File: config.mk
export PLATFORM = sky130hd
export DESIGN_NAME = cfg_bank
export DESIGN_NICKNAME = d
export VERILOG_FILES = /design/src/logic/cfg_bank_pkg.sv /design/src/logic/cfg_wr_if.sv /design/src/logic/cfg_apb_slave.sv /design/src/logic/hold_timer.sv /design/src/logic/cfg_bank.sv
export VERILOG_INCLUDE_DIRS = /design/src /design/src/logic
export SDC_FILE = /design/constraint.sdc
export NUM_CORES = 1
export LEC_CHECK = 0
export BUFFER_PORTS_ARGS = -buffer_cell sky130_fd_sc_hd__buf_2
export CORE_AREA = 2 2 92 94
export CTS_BUF_LIST = sky130_fd_sc_hd__clkbuf_8
export CTS_CLUSTER_SIZE = 14
export DETAILED_ROUTE_END_ITERATION = 8
export DIE_AREA = 0 0 94 96
export GPL_TIMING_DRIVEN = 1
export PLACE_DENSITY = 0.65
export SLEW_MARGIN = 20
export SYNTH_ARGS = -nofsm -noshare
export SYNTH_HDL_FRONTEND = slang
export SYNTH_SLANG_ARGS = --single-unit
File: constraint.sdc
create_clock -name clk -period 4.05 [get_ports clk]
set_clock_uncertainty 0.2 [all_clocks]
set_input_delay 0.2025 -clock clk [delete_from_list [all_inputs] [get_ports clk]]
set_output_delay 0.2025 -clock clk [all_outputs]
set_load 0.005 [all_outputs]
File: src/logic/cfg_bank_params.svh
// offsets, field positions, reset values and timing counts of the configuration bank
`ifndef CFG_BANK_PARAMS_SVH
`define CFG_BANK_PARAMS_SVH
`define OFF_CARD_CTRL 12'h0000
`define OFF_USER_PIN 12'h0004
`define OFF_BOOT_MEM 12'h0008
`define OFF_DMA_TIMING 12'h000C
`define OFF_SOFT_RST 12'h003C
`define OFF_STATUS 12'h0040
`define RST_CARD_CTRL 8'h00
`define RST_USER_PIN 8'h04
`define RST_BOOT_MEM 8'hC0
`define RST_DMA_TIMING 8'h04
`define RST_SOFT_RST 8'h00
`define BIT_CARD_EN 0
`define BIT_IRQ_UNMASK 3
`define BIT_T800_EN 4
`define BIT_HOLD_LONG 5
`define BIT_PREEMPT 1
`define BIT_HUB_RX_N 2
`define BIT_EXT_CODEC 3
`define BIT_HOLD_OFF_B 4
`define BIT_WR_NO_EXT 2
`define BIT_EARLY_RDY 3
`define BIT_CHK_DIS 6
`define BIT_SW_RST 7
`define HOLD_SHORT_US 6
`define HOLD_LONG_US 12
`define WR_EXT_NS 50
`define CLK_MHZ 20
`define CLK_NS 50
`define HOLD_SHORT_CYC ((`HOLD_SHORT_US * `CLK_MHZ))
`define HOLD_LONG_CYC ((`HOLD_LONG_US * `CLK_MHZ))
`define WR_EXT_CYC (((`WR_EXT_NS + `CLK_NS - 1) / `CLK_NS))
`endif

File: src/logic/cfg_bank_pkg.sv
// types shared by the configuration bank modules
package cfg_bank_pkg;
  typedef enum logic [1:0] {IRQ_LINE3, IRQ_LINE4, IRQ_LINE5, IRQ_LINE9} irq_sel_t;
  typedef enum logic [1:0] {DMA_CH3, DMA_CH5, DMA_CH6, DMA_CH7} dma_sel_t;
  typedef enum logic [1:0] {BOOT_RSVD, BOOT_16K, BOOT_8K, BOOT_OFF} boot_size_t;
  typedef enum logic [1:0] {RATE_5, RATE_6P7, RATE_8, RATE_10} xfer_rate_t;
endpackage : cfg_bank_pkg

File: src/logic/cfg_wr_if.sv
// register write strobes from the bus slave to the register store
`timescale 1ns/10ps
interface cfg_wr_if;
  logic [3:0] regSel;
  logic wrEn;
  logic [7:0] wrData;
  modport slave (output regSel, output wrEn, output wrData);
  modport store (input regSel, input wrEn, input wrData);
endinterface : cfg_wr_if

File: src/logic/cfg_apb_slave.sv
// apb slave front end: decode and write strobes
`timescale 1ns/10ps
`include "cfg_bank_params.svh"
module cfg_apb_slave (
  input wire logic clk,
  input wire logic sys_rst,
  input wire logic psel,
  input wire logic penable,
  input wire logic pwrite,
  input wire logic [11:0] paddr,
  input wire logic [31:0] pwdata,
  input wire logic cardLost,
  output logic pready,
  output logic pslverr,
  output logic accessNow,
  output logic [3:0] rdSel,
  cfg_wr_if.slave wr
);
  // ************************************************************
  // address decode, zero wait states
  // ************************************************************
  function automatic logic [3:0] decodeSel(input logic [11:0] a);
    case (a)
      `OFF_CARD_CTRL: decodeSel = 4'h1;
      `OFF_USER_PIN: decodeSel = 4'h2;
      `OFF_BOOT_MEM: decodeSel = 4'h3;
      `OFF_DMA_TIMING: decodeSel = 4'h4;
      `OFF_SOFT_RST: decodeSel = 4'h5;
      `OFF_STATUS: decodeSel = 4'h6;
      default: decodeSel = 4'h0;
    endcase
  endfunction : decodeSel
  wire logic [3:0] sel = decodeSel(paddr);
  // a lost card answers every access with an error
  assign accessNow = psel && penable && !sys_rst;
  assign pready = psel && penable;
  assign pslverr = pready && (sel == 4'h0 || cardLost);
  assign rdSel = cardLost ? 4'h0 : sel;
  assign wr.regSel = sel;
  assign wr.wrEn = accessNow && pwrite && !cardLost;
  assign wr.wrData = pwdata[7:0];
endmodule : cfg_apb_slave

File: src/logic/hold_timer.sv
// bus hold window timer after dma acknowledge
`timescale 1ns/10ps
`include "cfg_bank_params.svh"
module hold_timer #(
  parameter int SHORT_CYC = `HOLD_SHORT_CYC,
  parameter int LONG_CYC = `HOLD_LONG_CYC
) (
  input wire logic clk,
  input wire logic sys_rst,
  input wire logic enable,
  input wire logic longSel,
  input wire logic dackSeen,
  output logic expired
);
  logic [8:0] cnt_reg;
  logic [8:0] cnt_next;
  logic run_reg;
  wire logic [8:0] limit = longSel ? 9'(LONG_CYC) : 9'(SHORT_CYC);
  // count while acknowledge held; expiry forces the bus to be released
  assign cnt_next = (!enable || !dackSeen) ? 9'h000 : (cnt_reg == limit ? cnt_reg : cnt_reg + 9'h001);
  always_ff @(posedge clk) begin
    if (sys_rst) begin
      cnt_reg <= 9'h000;
      run_reg <= 1'b0;
    end else begin
      cnt_reg <= cnt_next;
      run_reg <= enable && dackSeen;
    end
  end
  assign expired = run_reg && (cnt_reg == limit);
  // ************************************************************
  // checks
  // ************************************************************
  hold_limit_a: assert property (@(posedge clk) disable iff (sys_rst)
    (cnt_reg == limit && enable && dackSeen) |-> expired) else $error("hold expiry missed");
endmodule : hold_timer

File: src/logic/cfg_bank.sv
// configuration register bank of the host-bus interface, apb reachable
//
// Decided for this implementation: the address map and the APB register port.
`timescale 1ns/10ps
`include "cfg_bank_params.svh"
module cfg_bank #(
  parameter bit REVISED = 1'b1,
  parameter int HOLD_SHORT = `HOLD_SHORT_CYC,
  parameter int HOLD_LONG = `HOLD_LONG_CYC
) (
  input wire logic clk,
  input wire logic sys_rst,
  input wire logic psel,
  input wire logic penable,
  input wire logic pwrite,
  input wire logic [11:0] paddr,
  input wire logic [31:0] pwdata,
  output logic [31:0] prdata,
  output logic pready,
  output logic pslverr,
  input wire logic netIrqPin,
  input wire logic dmaAckPin,
  input wire logic memWrReq,
  output logic [3:0] hostIrq,
  output cfg_bank_pkg::dma_sel_t dmaChannel,
  output cfg_bank_pkg::boot_size_t bootSize,
  output cfg_bank_pkg::xfer_rate_t xferRate,
  output logic [3:0] bootAddr,
  output logic [2:0] ioBaseSel,
  output logic cardEnabled,
  output logic timer800En,
  output logic holdExpired,
  output logic preemption_enable_pin,
  output logic hub_receive_enable_pin_n,
  output logic external_codec_select_pin,
  output logic earlyReady,
  output logic chanCheckOff,
  output logic memWrStrobe,
  output logic softResetActive
);
  import cfg_bank_pkg::*;
  // ************************************************************
  // pin synchronisers
  // ************************************************************
  logic [1:0] irqSync_reg;
  logic [1:0] dackSync_reg;
  always_ff @(posedge clk) begin
    if (sys_rst) begin
      irqSync_reg <= 2'b00;
      dackSync_reg <= 2'b00;
    end else begin
      irqSync_reg <= {irqSync_reg[0], netIrqPin};
      dackSync_reg <= {dackSync_reg[0], dmaAckPin};
    end
  end
  wire logic netIrq = irqSync_reg[1];
  wire logic dackSeen = dackSync_reg[1];
  // ************************************************************
  // bus slave
  // ************************************************************
  cfg_wr_if wr ();
  logic accessNow;
  logic [3:0] rdSel;
  logic cardLost_reg;
  cfg_apb_slave u_slave (
    .clk(clk),
    .sys_rst(sys_rst),
    .psel(psel),
    .penable(penable),
    .pwrite(pwrite),
    .paddr(paddr),
    .pwdata(pwdata),
    .cardLost(cardLost_reg),
    .pready(pready),
    .pslverr(pslverr),
    .accessNow(accessNow),
    .rdSel(rdSel),
    .wr(wr.slave)
  );
  // ************************************************************
  // register store
  // ************************************************************
  logic [7:0] cardCtrl_reg;
  logic [7:0] userPin_reg;
  logic [7:0] bootMem_reg;
  logic [7:0] dmaTiming_reg;
  logic [7:0] softRst_reg;
  logic disabled_reg;
  wire logic wrCard = wr.wrEn && wr.regSel == 4'h1;
  wire logic wrUser = wr.wrEn && wr.regSel == 4'h2;
  wire logic wrBoot = wr.wrEn && wr.regSel == 4'h3;
  wire logic wrDma = wr.wrEn && wr.regSel == 4'h4;
  wire logic wrSoft = wr.wrEn && wr.regSel == 4'h5;
  wire logic swRst = REVISED && softRst_reg[`BIT_SW_RST];
  // soft reset keeps the four config registers and bits 5:3 of itself
  wire logic [7:0] softKeep = 8'h38;
  wire logic [7:0] softRst_next = wrSoft ? wr.wrData
    : (swRst ? ((softRst_reg & softKeep) | 8'h80) : softRst_reg);
  // all defaults set by synchronous reset, ready on first access
  always_ff @(posedge clk) begin
    if (sys_rst) begin
      cardCtrl_reg <= `RST_CARD_CTRL;
      userPin_reg <= `RST_USER_PIN;
      bootMem_reg <= `RST_BOOT_MEM;
      dmaTiming_reg <= `RST_DMA_TIMING;
      softRst_reg <= `RST_SOFT_RST;
    end else begin
      if (wrCard) cardCtrl_reg <= wr.wrData;
      if (wrUser) userPin_reg <= wr.wrData;
      if (wrBoot) bootMem_reg <= wr.wrData;
      if (wrDma) dmaTiming_reg <= wr.wrData;
      softRst_reg <= softRst_next;
    end
  end
  // ************************************************************
  // sticky disable and lost card, cleared only by hard reset
  // ************************************************************
  wire logic disable_next = disabled_reg || (!REVISED && wrCard && !wr.wrData[`BIT_CARD_EN]);
  wire logic lost_next = cardLost_reg || (!REVISED && wrSoft && wr.wrData[`BIT_SW_RST]);
  logic seenEnable_reg;
  always_ff @(posedge clk) begin
    if (sys_rst) begin
      disabled_reg <= 1'b0;
      cardLost_reg <= 1'b0;
      seenEnable_reg <= 1'b0;
    end else begin
      disabled_reg <= disable_next && seenEnable_reg;
      cardLost_reg <= lost_next;
      seenEnable_reg <= seenEnable_reg || (wrCard && wr.wrData[`BIT_CARD_EN]);
    end
  end
  // disable only counts once software has enabled the card
  assign cardEnabled = REVISED ? 1'b1 : (cardCtrl_reg[`BIT_CARD_EN] && !disabled_reg);
  // ************************************************************
  // interrupt routing
  // ************************************************************
  wire irq_sel_t irqSel = irq_sel_t'(cardCtrl_reg[2:1]);
  wire logic irqGated = netIrq && cardCtrl_reg[`BIT_IRQ_UNMASK] && cardEnabled;
  genvar gi;
  generate
    for (gi = 0; gi < 4; gi++) begin : g_irq
      assign hostIrq[gi] = irqGated && (irqSel == irq_sel_t'(gi));
    end
  endgenerate
  // ************************************************************
  // field outputs
  // ************************************************************
  assign timer800En = REVISED ? cardCtrl_reg[`BIT_T800_EN] : 1'b1;
  wire logic holdEn = REVISED ? !userPin_reg[`BIT_HOLD_OFF_B] : userPin_reg[`BIT_PREEMPT];
  assign preemption_enable_pin = REVISED ? 1'b1 : userPin_reg[`BIT_PREEMPT];
  assign hub_receive_enable_pin_n = userPin_reg[`BIT_HUB_RX_N];
  assign external_codec_select_pin = userPin_reg[`BIT_EXT_CODEC];
  assign ioBaseSel = userPin_reg[7:5];
  assign bootSize = boot_size_t'(bootMem_reg[7:6]);
  assign bootAddr = bootMem_reg[5:2];
  assign dmaChannel = dma_sel_t'(dmaTiming_reg[1:0]);
  assign earlyReady = REVISED && dmaTiming_reg[`BIT_EARLY_RDY];
  assign xferRate = xfer_rate_t'(dmaTiming_reg[5:4]);
  assign chanCheckOff = dmaTiming_reg[`BIT_CHK_DIS];
  assign softResetActive = swRst;
  // ************************************************************
  // hold timer
  // ************************************************************
  hold_timer #(.SHORT_CYC(HOLD_SHORT), .LONG_CYC(HOLD_LONG)) u_hold (
    .clk(clk),
    .sys_rst(sys_rst || swRst),
    .enable(holdEn),
    .longSel(cardCtrl_reg[`BIT_HOLD_LONG]),
    .dackSeen(dackSeen),
    .expired(holdExpired)
  );
  // ************************************************************
  // write strobe stretch, one extra cycle covers 50 ns
  // ************************************************************
  localparam int EXT_CYC = `WR_EXT_CYC;
  logic [1:0] ext_reg;
  logic wrReqD_reg;
  wire logic stretchOn = !dmaTiming_reg[`BIT_WR_NO_EXT];
  wire logic fallEdge = wrReqD_reg && !memWrReq;
  always_ff @(posedge clk) begin
    if (sys_rst || swRst) begin
      ext_reg <= 2'b00;
      wrReqD_reg <= 1'b0;
    end else begin
      wrReqD_reg <= memWrReq;
      ext_reg <= (fallEdge && stretchOn) ? 2'(EXT_CYC - 1) : (ext_reg != 2'b00 ? ext_reg - 2'b01 : 2'b00);
    end
  end
  // the fall cycle itself is the first extra cycle, so the strobe never drops in between
  assign memWrStrobe = memWrReq || (fallEdge && stretchOn) || (ext_reg != 2'b00);
  // ************************************************************
  // read data, status word shows live state
  // ************************************************************
  wire logic [7:0] statusByte = {4'h0, holdExpired, cardLost_reg, swRst, cardEnabled};
  logic [7:0] rdByte;
  always_comb begin
    case (rdSel)
      4'h1: rdByte = cardCtrl_reg;
      4'h2: rdByte = userPin_reg;
      4'h3: rdByte = bootMem_reg;
      4'h4: rdByte = dmaTiming_reg;
      4'h5: rdByte = softRst_reg;
      4'h6: rdByte = statusByte;
      default: rdByte = 8'h00;
    endcase
  end
  assign prdata = {24'h00_0000, rdByte};
  // ************************************************************
  // checks
  // ************************************************************
  sticky_off_a: assert property (@(posedge clk) disable iff (sys_rst)
    (!REVISED && disabled_reg) |=> !cardEnabled) else $error("card re-enabled");
  rev_enable_a: assert property (@(posedge clk) disable iff (sys_rst)
    REVISED |-> cardEnabled) else $error("revised card disabled");
  irq_route_a: assert property (@(posedge clk) disable iff (sys_rst)
    irqGated |-> hostIrq[cardCtrl_reg[2:1]]) else $error("irq not routed");
  irq_mask_a: assert property (@(posedge clk) disable iff (sys_rst)
    !cardCtrl_reg[`BIT_IRQ_UNMASK] |-> hostIrq == 4'h0) else $error("masked irq seen");
  timer_orig_a: assert property (@(posedge clk) disable iff (sys_rst)
    !REVISED |-> timer800En) else $error("timer off on original");
  hub_pin_a: assert property (@(posedge clk) disable iff (sys_rst)
    wrUser |=> hub_receive_enable_pin_n == $past(wr.wrData[`BIT_HUB_RX_N])) else $error("hub pin stale");
  codec_pin_a: assert property (@(posedge clk) disable iff (sys_rst)
    wrUser |=> external_codec_select_pin == $past(wr.wrData[`BIT_EXT_CODEC])) else $error("codec pin stale");
  soft_keep_a: assert property (@(posedge clk) disable iff (sys_rst)
    (swRst && !wr.wrEn) |=> $stable(cardCtrl_reg) && $stable(dmaTiming_reg)) else $error("kept reg lost");
  lost_card_a: assert property (@(posedge clk) disable iff (sys_rst)
    cardLost_reg |-> (pslverr || !pready)) else $error("lost card answered");
  wr_stretch_a: assert property (@(posedge clk) disable iff (sys_rst || swRst)
    (fallEdge && stretchOn) |-> memWrStrobe) else $error("strobe not stretched");
  cv_irq_c: cover property (@(posedge clk) hostIrq != 4'h0);
  cv_soft_c: cover property (@(posedge clk) swRst);
  cv_hold_c: cover property (@(posedge clk) holdExpired);
endmodule : cfg_bank

==> results of run 1 <==
==> cells in the mapped netlist (all sizes together) (2+ instances only) <==
master  count  share of area [%]
or3b        4                1.1
xor2        4                1.1
conb        2               0.24
nor2       29                3.6
nand3b      2               0.48
clkbuf      7               0.85
o22ai       5                1.0
and3        2               0.40
a22o        3               0.85
nand4       3               0.60
nor4        5                3.1
xnor2       3               0.85
nand2b     27                5.4
nand3       8                1.3
a22oi       4               0.97
or3         2               0.40
inv        15                1.8
nor2b       7                1.4
a21oi      13                2.1
ha          3                1.2
buf        48                 11
nor3b       2               0.48
mux2i      12                3.9
dfxtp      57                 37
nor3       10                2.0
mux2        8                2.9
and2        3               0.60
o21ai      27                4.3
nand2      34                4.3
==> power by group through the flow <==
stage               sequential, mW  clock (mW)  combinational (mW)
finish                       0.567       0.444              0.0828
global route                 0.567       0.482              0.0935
CTS                          0.567       0.457              0.0829
detailed placement           0.579           0              0.0743
global placement             0.579           0              0.0731
floorplan                    0.579           0              0.0629
==> cells by family (layout without fill, tap and decap cells) <==
family | after synthesis | in the layout | synth area share [%]
AOI/OAI and AO/OA | 61 | 61 | 11.8
xor gates and xnor gates | 7 | 7 | 1.97
adders and majority gates | 3 | 3 | 1.21
buffers and inverters | 70 | 103 | 14.0
DFF | 57 | 57 | 36.7
muxes | 21 | 21 | 7.49
other | 2 | 26 | 0.242
and+or+nand+nor | 142 | 142 | 26.6
==> per-layer routing <==
layer,vias up,part of all wire [%],global-route usage [%]
li1,1271,-,-
met1,1169,43,20.4
met2,97,48,28.0
met3,7,7.5,5.95
met4,0,1.1,4.83
met5,-,0,0
==> final cells by class <==
class / count / share of cell area (%)
Clock buffer: 10 / 3.90
Clock inverter: 5 / 0.708
Inverter: 15 / 1.59
Multi-Input combinational cell: 260 / 45.9
Sequential cell: 57 / 32.3
Tap cell: 105 / 3.72
Timing Repair Buffer: 73 / 11.9
==> worst max-delay path, cell delays in order, from the launching register on <==
cell and delay [ns]:
sky130_fd_sc_hd__dfxtp_1 0.39, sky130_fd_sc_hd__and3b_1 0.19, sky130_fd_sc_hd__o2111ai_1 0.50, sky130_fd_sc_hd__nor3_1 0.11, sky130_fd_sc_hd__a221oi_1 0.25, sky130_fd_sc_hd__o32ai_1 0.15, sky130_fd_sc_hd__buf_2 0.16
==> cell usage in the layout, fill, tap and decap left out, types with 10 or more instances in the layout <==
master	Yosys	final
sky130_fd_sc_hd__o21ai_1	18	18
sky130_fd_sc_hd__dlygate4sd3_1	0	11
sky130_fd_sc_hd__nor2_1	28	28
sky130_fd_sc_hd__inv_1	15	17
sky130_fd_sc_hd__buf_2	4	62
sky130_fd_sc_hd__nand2b_1	27	27
sky130_fd_sc_hd__clkbuf_8	0	10
sky130_fd_sc_hd__mux2i_1	12	12
sky130_fd_sc_hd__conb_1	2	26
sky130_fd_sc_hd__nand2_1	32	32
sky130_fd_sc_hd__a21oi_1	13	13
sky130_fd_sc_hd__dfxtp_1	57	57
==> path summary, 6_finish.rpt <==
kind	endpoint	slack, ns	cells after the start
worst max-delay path	prdata[3]	1.57	6
worst min-delay path	cardCtrl_reg[2]	0.22	5
worst max register to register	u_hold.cnt_reg[2]	2.26	5
worst min register to register	ext_reg[0]	0.23	1
==> summary.log, run 1 <==
qor: synthesis.ys_warn_count 0
qor: finish.syn_to_final_growth 13.6%
qor: timing.tns 0 ns
qor: global_routing.number_of_global_route_vias_before_repair 2,430
qor: clock_tree.tritoncts done
qor: setup_path.timing.critical_path.required 3.65 ns
qor: detailed_routing.drt_pre_antenna_iters 4
qor: detailed_routing.drc 0
qor: detailed_routing.vias 2,544
qor: clock_tree.cts-root-buf sky130_fd_sc_hd__clkbuf_8
qor: synthesis.async_flop_share 0%
qor: power_and_ir_drop.seq_power_share 51.8%
qor: timing.timing_hold_violations_final 0
qor: timing.min_period 2.48 ns
qor: clock_tree.clock-sinks 57
qor: timing.fmax 0.403 GHz
qor: detailed_routing.drt-wirelength-per-cell 13.8 µm
qor: die.start_util 38.6%
qor: global_routing.grt_start_max_net_pins 49
qor: finish.largest_reg_flops 9
qor: power_and_ir_drop.p_int 827 µW
qor: die.die_w 94 µm
qor: die.die_height 96 µm
qor: finish.multiInputGateArea 1620 µm²
qor: finish.share_of_post_route_cells_with_drive_strength_above_1 23.8%
qor: global_routing.gr-usage-all-layers 16.7%
qor: min_path.min-delay-path-class input port to flip-flop
qor: synthesis.seq_area_frac_synth 36.7%
qor: power_and_ir_drop.total_power 1.09 mW
qor: setup_path.worstPathMaxFanout 6
qor: finish.final.fill_count 820
qor: clock_tree.clk_path_buf_depth 2
qor: power_and_ir_drop.power_frac_comb 7.6%
qor: synthesis.netlist-cell-type-count 50
qor: synthesis.netlist_instances 363
qor: timing.rsz0062_at_grt false
qor: power_and_ir_drop.power-per-cell-area 310 nW/µm²
qor: min_path.min-delay-start paddr[8]
qor: finish.num_antenna_cells 0
qor: detailed_routing.ant_nets 0
qor: finish.post_layout_nonfiller_instances 525
qor: place.placed_cells_incl_taps 499
qor: power_and_ir_drop.swShare 24.4%
qor: die.number_of_placement_rows 33
qor: place.placed_area 3260 µm²
qor: global_routing.grt_pass1_wl 11.6 mm
qor: synthesis.synth-edff-count 0
qor: finish.nNetsFinal 471
qor: job.maxCapViolations 0
qor: place.gpl.final_weighted_congestion 0.866
qor: power_and_ir_drop.max-vdd-ir-drop 187 µV
qor: clock_tree.post_cts_hold_buffer_count 11
qor: finish.final_std_cell_area_no_fill 3530 µm²
qor: outcome.status completed
qor: power_and_ir_drop.cellLeakagePower 1.43 nW
qor: timing.final.hold.worst_slack 0.222 ns
qor: setup_path.crit_start u_hold.cnt_reg[3]
qor: timing.min_period_over_period 61.3%
qor: detailed_routing.wirelength 7.25 mm
qor: timing.timing_max_transition_violations_final 0
qor: power_and_ir_drop.clkPwrFrac 40.6%
qor: clock_tree.cts.repair.resized 0
qor: setup_path.critical_path_class flip-flop to primary output
qor: finish.seqCellArea 1140 µm²
qor: clock_tree.clkLatencyLatePin 0.33 ns
qor: die.coreArea 8050 µm²
qor: synthesis.synth_area_per_cell 8.56 µm²
qor: timing.setup-violations-final 0
qor: timing.worst_slack_setup_final 1.57 ns
qor: place.pre_cts_ws 1.54 ns
qor: die.pin_count 113
qor: synthesis.syn_area 3110 µm²
qor: place.placement.io_buffers 62
qor: setup_path.worstReg2RegStart u_hold.cnt_reg[3]
qor: synthesis.ys_dominant_reg_cell sky130_fd_sc_hd__dfxtp_1
qor: clock_tree.cts_made_buffers 9
qor: global_routing.antenna_found_initial 0
qor: clock_tree.clkTransAtPathRegs 0.07 ns
qor: setup_path.timing.critical_path.to_type primary output
qor: setup_path.startpoint_type flip-flop
qor: detailed_routing.drt_iter0_markers 153
qor: place.place_hpwl 5.06 mm
qor: global_routing.global_route.overflow_total 0
qor: clock_tree.htree_levels 3
qor: timing.slew-limit-headroom 36.3%
qor: setup_path.data_arrival_time_of_the_critical_path 2.08 ns
qor: synthesis.ys_seq_elements 57
qor: timing.max_slew.worst_pin.slew 0.948 ns
qor: detailed_routing.detail_routed_via_count_per_cell 4.85
qor: finish.layout_utilization 43.9%
qor: clock_tree.cts_post_setup_buffers_inserted 0
qor: power_and_ir_drop.p_switching 267 µW
qor: die.dieArea 9020 µm²
No activity file was read; power rests on OpenSTA's default activity.
==> run 2: changes to the inputs <==
ABC_AREA = 1   (was default)
CORE_AREA = 2 2 93 95   (was 2 2 92 94)
DIE_AREA = 0 0 95 97   (was 0 0 94 96)
PLACE_DENSITY = default   (was 0.65)
clock period = 2.4 ns   (was 4.05 ns; I/O delays follow)
==> run 2 against run 1 <==
Effect of this change:
- clock-buffer cell count is 1 higher
- cell count is 19% higher
- synthesized area is 2.4% higher
- non-clock buffer count is 3 higher
- critical path depth is 5 higher
- power is 80% higher
- routed wire length is 5.2% higher
- sequential share of layout area is 1.6 points lower
- register-to-register slack worse by 1.4 ns
- global-route usage is 0.62 points higher
- utilization is 1.8 points higher
==> summary.log, run 2 <==
qor: synthesis.synth_top_area_share 35.9% [-0.85 points]
qor: global_routing.antenna_found_initial 0 [unchanged]
qor: detailed_routing.detail_routed_via_count_per_cell 4.63 [-4.5%]
qor: timing.tns 0 ns [unchanged]
qor: finish.mostFrequentLayoutCell sky130_fd_sc_hd__nand2_1
qor: global_routing.grt_pass1_wl 12.4 mm [+6.5%]
qor: timing.setup-violations-final 0 [unchanged]
qor: global_routing.number_of_global_route_vias_before_repair 2,708 [+11%]
qor: setup_path.data_arrival_time_of_the_critical_path 1.88 ns [-0.20 ns]
qor: clock_tree.tritoncts done
qor: synthesis.synth_top_cell_by_area sky130_fd_sc_hd__dfxtp_1
qor: synthesis.netlist-cell-type-count 34 [-32%]
qor: die.start_util 39.1% [+0.52 points]
qor: die.number_of_placement_rows 33 [unchanged]
qor: outcome.status completed
qor: setup_path.slowest_delay 0.34 ns [-0.16 ns]
qor: detailed_routing.vias 2,892 [+14%]
qor: setup_path.crit_path_frequent_cell sky130_fd_sc_hd__nand2_1
qor: setup_path.cp_slowest_cell sky130_fd_sc_hd__dfxtp_1
qor: finish.num_antenna_cells 0 [unchanged]
qor: global_routing.global_route.overflow_total 0 [unchanged]
qor: synthesis.seq_area_frac_synth 35.9% [-0.85 points]
qor: synthesis.synth-edff-count 0 [unchanged]
qor: finish.layout_utilization 45.7% [+1.8 points]
qor: synthesis.synth_area_per_cell 7.05 µm² [-18%]
qor: synthesis.netlist_instances 451 [+24%]
qor: die.die_w 95 µm [+1.1%]
qor: setup_path.timing.critical_path.required 2.08 ns [-1.57 ns]
qor: detailed_routing.drt_iter0_markers 96 [-37%]
qor: clock_tree.clkLatencyLatePin 0.33 ns [about the same]
qor: synthesis.ys_warn_count 0 [unchanged]
qor: clock_tree.cts_made_buffers 9 [unchanged]
qor: die.pin_count 113 [unchanged]
qor: place.place_hpwl 5.81 mm [+15%]
qor: global_routing.grt_start_max_net_pins 30 [-39%]
qor: place.gpl.final_weighted_congestion 0.796 [-8.1%]
qor: clock_tree.clkTransAtPathRegs 0.06 ns [about the same]
qor: clock_tree.clock-sinks 57 [unchanged]
qor: setup_path.worstReg2RegStart u_hold.cnt_reg[0]
qor: setup_path.cp_cell_sequence inv_1 > ha_1 > inv_1 > nor4_1 > nand2_1 > nor2_2 > nand2_1 > o21ai_1 > nor2_1 > nand2_1 > buf_2
qor: min_path.min-delay-start paddr[0]
qor: timing.rsz0062_at_grt false
qor: synthesis.ys_dominant_reg_cell sky130_fd_sc_hd__dfxtp_1
qor: synthesis.ys_seq_elements 57 [unchanged]
qor: min_path.min-delay-path-class input port to flip-flop
qor: finish.share_of_post_route_cells_with_drive_strength_above_1 21.3% [-2.5 points]
qor: die.dieArea 9220 µm² [+2.1%]
qor: clock_tree.htree_levels 3 [unchanged]
qor: synthesis.yosys-top-cells-count 85 x sky130_fd_sc_hd__nand2_1, 64 x sky130_fd_sc_hd__inv_1, 57 x sky130_fd_sc_hd__dfxtp_1, 47 x sky130_fd_sc_hd__nor2_1, 39 x sky130_fd_sc_hd__buf_4
qor: setup_path.critical_path_class flip-flop to primary output
qor: setup_path.worst_path_dominant_cell_family simple AND/OR/NAND/NOR gates
qor: finish.most-common-layout-cells 85 x sky130_fd_sc_hd__nand2_1, 65 x sky130_fd_sc_hd__inv_1, 62 x sky130_fd_sc_hd__buf_2
qor: setup_path.timing.critical_path.to_type primary output
qor: setup_path.startpoint_type flip-flop
qor: detailed_routing.drt-wirelength-per-cell 12.2 µm [-12%]
qor: finish.largest_reg_flops 9 [unchanged]
qor: global_routing.gr-usage-all-layers 17.4% [+0.62 points]
qor: detailed_routing.ant_nets 0 [unchanged]
qor: power_and_ir_drop.max-vdd-ir-drop 242 µV [+29%]
qor: timing.fmax 0.454 GHz
qor: place.placement.io_buffers 62 [unchanged]
qor: clock_tree.cts-root-buf sky130_fd_sc_hd__clkbuf_8
qor: place.placed_area 3400 µm² [+4.3%]
qor: timing.min_period 2.20 ns
qor: synthesis.yosys.cell_count.top_type sky130_fd_sc_hd__nand2_1
qor: detailed_routing.wirelength 7.62 mm [+5.2%]
qor: detailed_routing.drc 0 [unchanged]
qor: power_and_ir_drop.cellLeakagePower 1.72 nW [+20%]
qor: clock_tree.cts_post_setup_buffers_inserted 0 [unchanged]
qor: job.maxCapViolations 0 [unchanged]
qor: setup_path.crit_start u_hold.cnt_reg[0]
qor: detailed_routing.drt_pre_antenna_iters 4 [unchanged]
qor: setup_path.worstPathMaxFanout 6 [unchanged]
qor: setup_path.critical_path.n_buffers_inverters 3 [+2]
qor: synthesis.synth_area_leaders sky130_fd_sc_hd__dfxtp_1 36%, sky130_fd_sc_hd__nand2_1 10%, sky130_fd_sc_hd__buf_4 9.2%, sky130_fd_sc_hd__inv_1 7.6%, sky130_fd_sc_hd__nor2_1 5.5%
qor: synthesis.async_flop_share 0% [unchanged]
qor: clock_tree.clk_path_buf_depth 2 [unchanged]
qor: timing.min_period_over_period 91.8%
qor: die.die_height 97 µm [+1.0%]
qor: timing.timing_hold_violations_final 0 [unchanged]
qor: synthesis.syn_area 3180 µm² [+2.4%]
qor: timing.timing_max_transition_violations_final 0 [unchanged]
qor: finish.syn_to_final_growth 16.8%
qor: finish.nNetsFinal 571 [+21%]
qor: finish.final_std_cell_area_no_fill 3720 µm² [+5.2%]
qor: power_and_ir_drop.power-per-cell-area 530 nW/µm² [+71%]
qor: die.coreArea 8130 µm² [+1.0%]
run 2: cell type report:
class	instances	area, µm²
tap	105	131
timing repair buffer	76	445
clock inverter	4	43.8
sequential	57	1140
fill	869	4420
multi-input combinational	301	1530
inverter	71	270
clock buffer	11	151
run 2: tightest hold or removal path, stage by stage:
cell and delay, ns:
sky130_fd_sc_hd__buf_2 0.09, sky130_fd_sc_hd__nor2_1 0.05, sky130_fd_sc_hd__nand4_1 0.13, sky130_fd_sc_hd__nor2_4 0.09
sky130_fd_sc_hd__nand2_1 0.06, sky130_fd_sc_hd__a21oi_1 0.05
run 2: logic make-up after synthesis:
| logic type | synth area share, % |
|---|---|
| simple gates | 31.6 |
| buf+inv | 18.8 |
| compound gates | 11.7 |
| flops | 35.9 |
| fa+ha+maj | 1.18 |
| xor+xnor | 0.551 |
| other cells | 0.236 |
run 2: through the flow:
stage	hold WS (ns)	total power [mW]	setup WS, ns	instances
floorplan	0.0270	1.07	0.809	475
global placement	0.122	1.09	0.493	598
detailed placement	0.129	1.09	0.469	598
CTS	0.106	1.99	0.0919	625
global route	0.133	2.06	0.0409	625
finish	0.110	1.97	0.196	625
run 2: power by group:
group	switching, mW	internal (mW)
Sequential	0.00232	0.953
Combinational	0.0847	0.0485
Clock	0.359	0.523
run 2: timing repair:
| item | CTS | global route |
|---|---|---|
| hold endpoints to repair | 44 | 0 |
| setup endpoints to repair | 0 | 1 |
| hold buffers | 12 | 0 |
| resized for setup | 0 | 1 |
run 2: routing by layer:
metal | part of all wire (%) | GRT usage, %
met1 | 48 | 22.9
met2 | 46 | 27.7
met3 | 4.6 | 3.50
met4 | 1.6 | 6.80
met5 | 0 | 0
run 2: path summary, 6_finish.rpt:
path                             to  slack [ns]  cells after the start
setup / recovery          prdata[3]        0.20                     11
hold / removal     dmaTiming_reg[3]        0.11                      6
setup reg to reg  u_hold.cnt_reg[8]        0.87                      7
hold reg to reg      irqSync_reg[1]        0.20                      2
==> run 3: changes to the inputs <==
ABC_AREA = 0   (was 1)
CORE_AREA = 2 2 92 94   (was 2 2 93 95)
DIE_AREA = 0 0 94 96   (was 0 0 95 97)
PLACE_DENSITY = 0.65   (was default)
==> run 3 against run 2 <==
Effect of this change:
- first-iteration DRC count grew 100%
- sequential power about the same
- critical endpoint unchanged
- setup slack improved by 0.053 ns
- worst hold slack got worse by 0.0020 ns
==> summary.log, run 3 (same netlist as run 1, synthesis figures left out) <==
qor: finish.mostFrequentLayoutCell sky130_fd_sc_hd__buf_2
qor: detailed_routing.ant_nets 0 [unchanged]
qor: clock_tree.cts_made_buffers 9 [unchanged]
qor: setup_path.startpoint_type flip-flop
qor: clock_tree.clkTransAtPathRegs 0.06 ns [about the same]
qor: job.maxCapViolations 0 [unchanged]
qor: detailed_routing.detail_routed_via_count_per_cell 4.89 [+5.8%]
qor: detailed_routing.drt-wirelength-per-cell 14.1 µm [+16%]
qor: timing.timing_hold_violations_final 0 [unchanged]
qor: finish.share_of_post_route_cells_with_drive_strength_above_1 26.3% [+5.0 points]
qor: die.die_w 94 µm [-1.1%]
qor: global_routing.global_route.overflow_total 0 [unchanged]
qor: detailed_routing.drt_iter0_markers 192 [+100%]
qor: finish.final_std_cell_area_no_fill 3660 µm² [-1.5%]
qor: global_routing.number_of_global_route_vias_before_repair 2,416 [-11%]
qor: global_routing.gr-usage-all-layers 17.6% [+0.25 points]
qor: finish.final.fill_count 819 [-5.8%]
qor: setup_path.data_arrival_time_of_the_critical_path 1.83 ns [-0.05 ns]
qor: finish.syn_to_final_growth 17.8%
qor: power_and_ir_drop.power-per-cell-area 544 nW/µm² [+2.7%]
qor: detailed_routing.drc 0 [unchanged]
qor: place.placement.io_buffers 62 [unchanged]
qor: timing.min_period 2.15 ns [-0.0535 ns]
qor: outcome.status completed
qor: finish.num_antenna_cells 0 [unchanged]
qor: clock_tree.htree_levels 3 [unchanged]
qor: clock_tree.cts-root-buf sky130_fd_sc_hd__clkbuf_8
qor: clock_tree.post_cts_hold_buffer_count 11 [-1]
qor: detailed_routing.drt_pre_antenna_iters 4 [unchanged]
qor: finish.largest_reg_flops 9 [unchanged]
qor: finish.layout_utilization 45.5% [-0.22 points]
qor: die.dieArea 9020 µm² [-2.1%]
qor: finish.post_layout_nonfiller_instances 538 [-14%]
qor: place.place_hpwl 5.49 mm [-5.5%]
qor: die.start_util 38.6% [-0.52 points]
qor: clock_tree.clkLatencyLatePin 0.33 ns [about the same]
qor: place.gpl.final_weighted_congestion 0.837 [+5.2%]
qor: timing.tns 0 ns [unchanged]
qor: timing.fmax 0.465 GHz [+2.5%]
qor: timing.slew-limit-headroom 64.8%
qor: finish.nNetsFinal 484 [-15%]
qor: timing.min_period_over_period 89.6% [-2.2 points]
qor: detailed_routing.wirelength 7.60 mm [-0.26%]
qor: setup_path.timing.critical_path.required 2.08 ns [about the same]
qor: die.pin_count 113 [unchanged]
qor: place.placed_cells_incl_taps 512 [-14%]
qor: setup_path.slowest_delay 0.40 ns [+0.06 ns]
qor: global_routing.grt_pass1_wl 12.2 mm [-1.9%]
qor: timing.max_slew.worst_pin.slew 0.527 ns
qor: die.number_of_placement_rows 33 [unchanged]
qor: setup_path.cp_cell_sequence and3b_1 > o2111ai_1 > nor3_1 > a221oi_1 > o32ai_1 > buf_2
qor: clock_tree.cts.repair.resized 0 [unchanged]
qor: clock_tree.tritoncts done
qor: place.placed_area 3360 µm² [-1.3%]
qor: finish.most-common-layout-cells 62 x sky130_fd_sc_hd__buf_2, 57 x sky130_fd_sc_hd__dfxtp_1, 32 x sky130_fd_sc_hd__nand2_1
qor: timing.rsz0062_at_grt false
qor: global_routing.grt_start_max_net_pins 47 [+57%]
qor: timing.setup-violations-final 0 [unchanged]
qor: setup_path.critical_path_class flip-flop to primary output
qor: die.coreArea 8050 µm² [-1.0%]
qor: die.die_height 96 µm [-1.0%]
qor: global_routing.antenna_found_initial 0 [unchanged]
qor: clock_tree.clk_path_buf_depth 2 [unchanged]
qor: timing.timing_max_transition_violations_final 0 [unchanged]
qor: setup_path.r2r_setup_slack 0.68 ns [-0.19 ns]
qor: clock_tree.clock-sinks 57 [unchanged]
qor: clock_tree.cts_post_setup_buffers_inserted 0 [unchanged]
qor: setup_path.worstPathMaxFanout 5 [-1]
qor: timing.final.hold.worst_slack 0.108 ns [-0.00202 ns]
qor: setup_path.cp_slowest_cell sky130_fd_sc_hd__dfxtp_1
qor: detailed_routing.vias 2,633 [-9.0%]
qor: power_and_ir_drop.max-vdd-ir-drop 272 µV [+12%]
qor: setup_path.timing.critical_path.to_type primary output
qor: min_path.min-delay-path-class input port to flip-flop
qor: power_and_ir_drop.cellLeakagePower 1.52 nW [-12%]
[run 3: cell type report]
cell class	instances	area [µm²]	share of cell area, %
clock inverter	4	43.8	1.20
timing repair buffer	86	518	14.1
sequential	57	1140	31.2
tap	105	131	3.59
clock buffer	11	151	4.13
multi-input combinational	260	1620	44.2
inverter	15	56.3	1.54
[run 3: per-layer routing]
layer / routed length, µm / vias to the layer above / GRT usage, % / part of all wire [%]
li1: - / 1309 / - / -
met1: 3350 / 1219 / 22.9 / 44
met2: 3590 / 95 / 28.0 / 47
met3: 556 / 10 / 4.93 / 7.3
met4: 102 / 0 / 6.40 / 1.3
met5: 0 / - / 0 / 0
[run 3: power by group]
group | internal (mW) | switching (mW) | total (mW)
clock | 0.523 | 0.369 | 0.892
sequential | 0.954 | 0.00267 | 0.956
combinational | 0.0596 | 0.0854 | 0.145
[run 3: through the flow]
step | worst slack (ns) | total power [mW]
2_1_floorplan | 0.723 | 1.08
3_3_place_gp | 0.325 | 1.10
3_5_place_dp | 0.298 | 1.11
4_1_cts | 0.235 | 2.01
5_1_grt | 0.135 | 2.08
6_report | 0.250 | 1.99
[run 3: path summary, 6_finish.rpt]
| kind | to | cells after the start | startpoint |
|---|---|---|---|
| worst max register to register | u_hold.cnt_reg[2] | 6 | u_hold.cnt_reg[3] |
| worst min register to register | ext_reg[0] | 1 | ext_reg[0] |
| worst max-delay path | prdata[3] | 6 | u_hold.cnt_reg[3] |
| worst min-delay path | u_hold.run_reg | 3 | sys_rst |
[run 3: critical path: cells and delay by family (launching register included)]
kind / cells / cell delay [ns]
flops: 1 / 0.40
compound gates: 3 / 0.66
simple gates: 2 / 0.28
buf+inv: 1 / 0.15
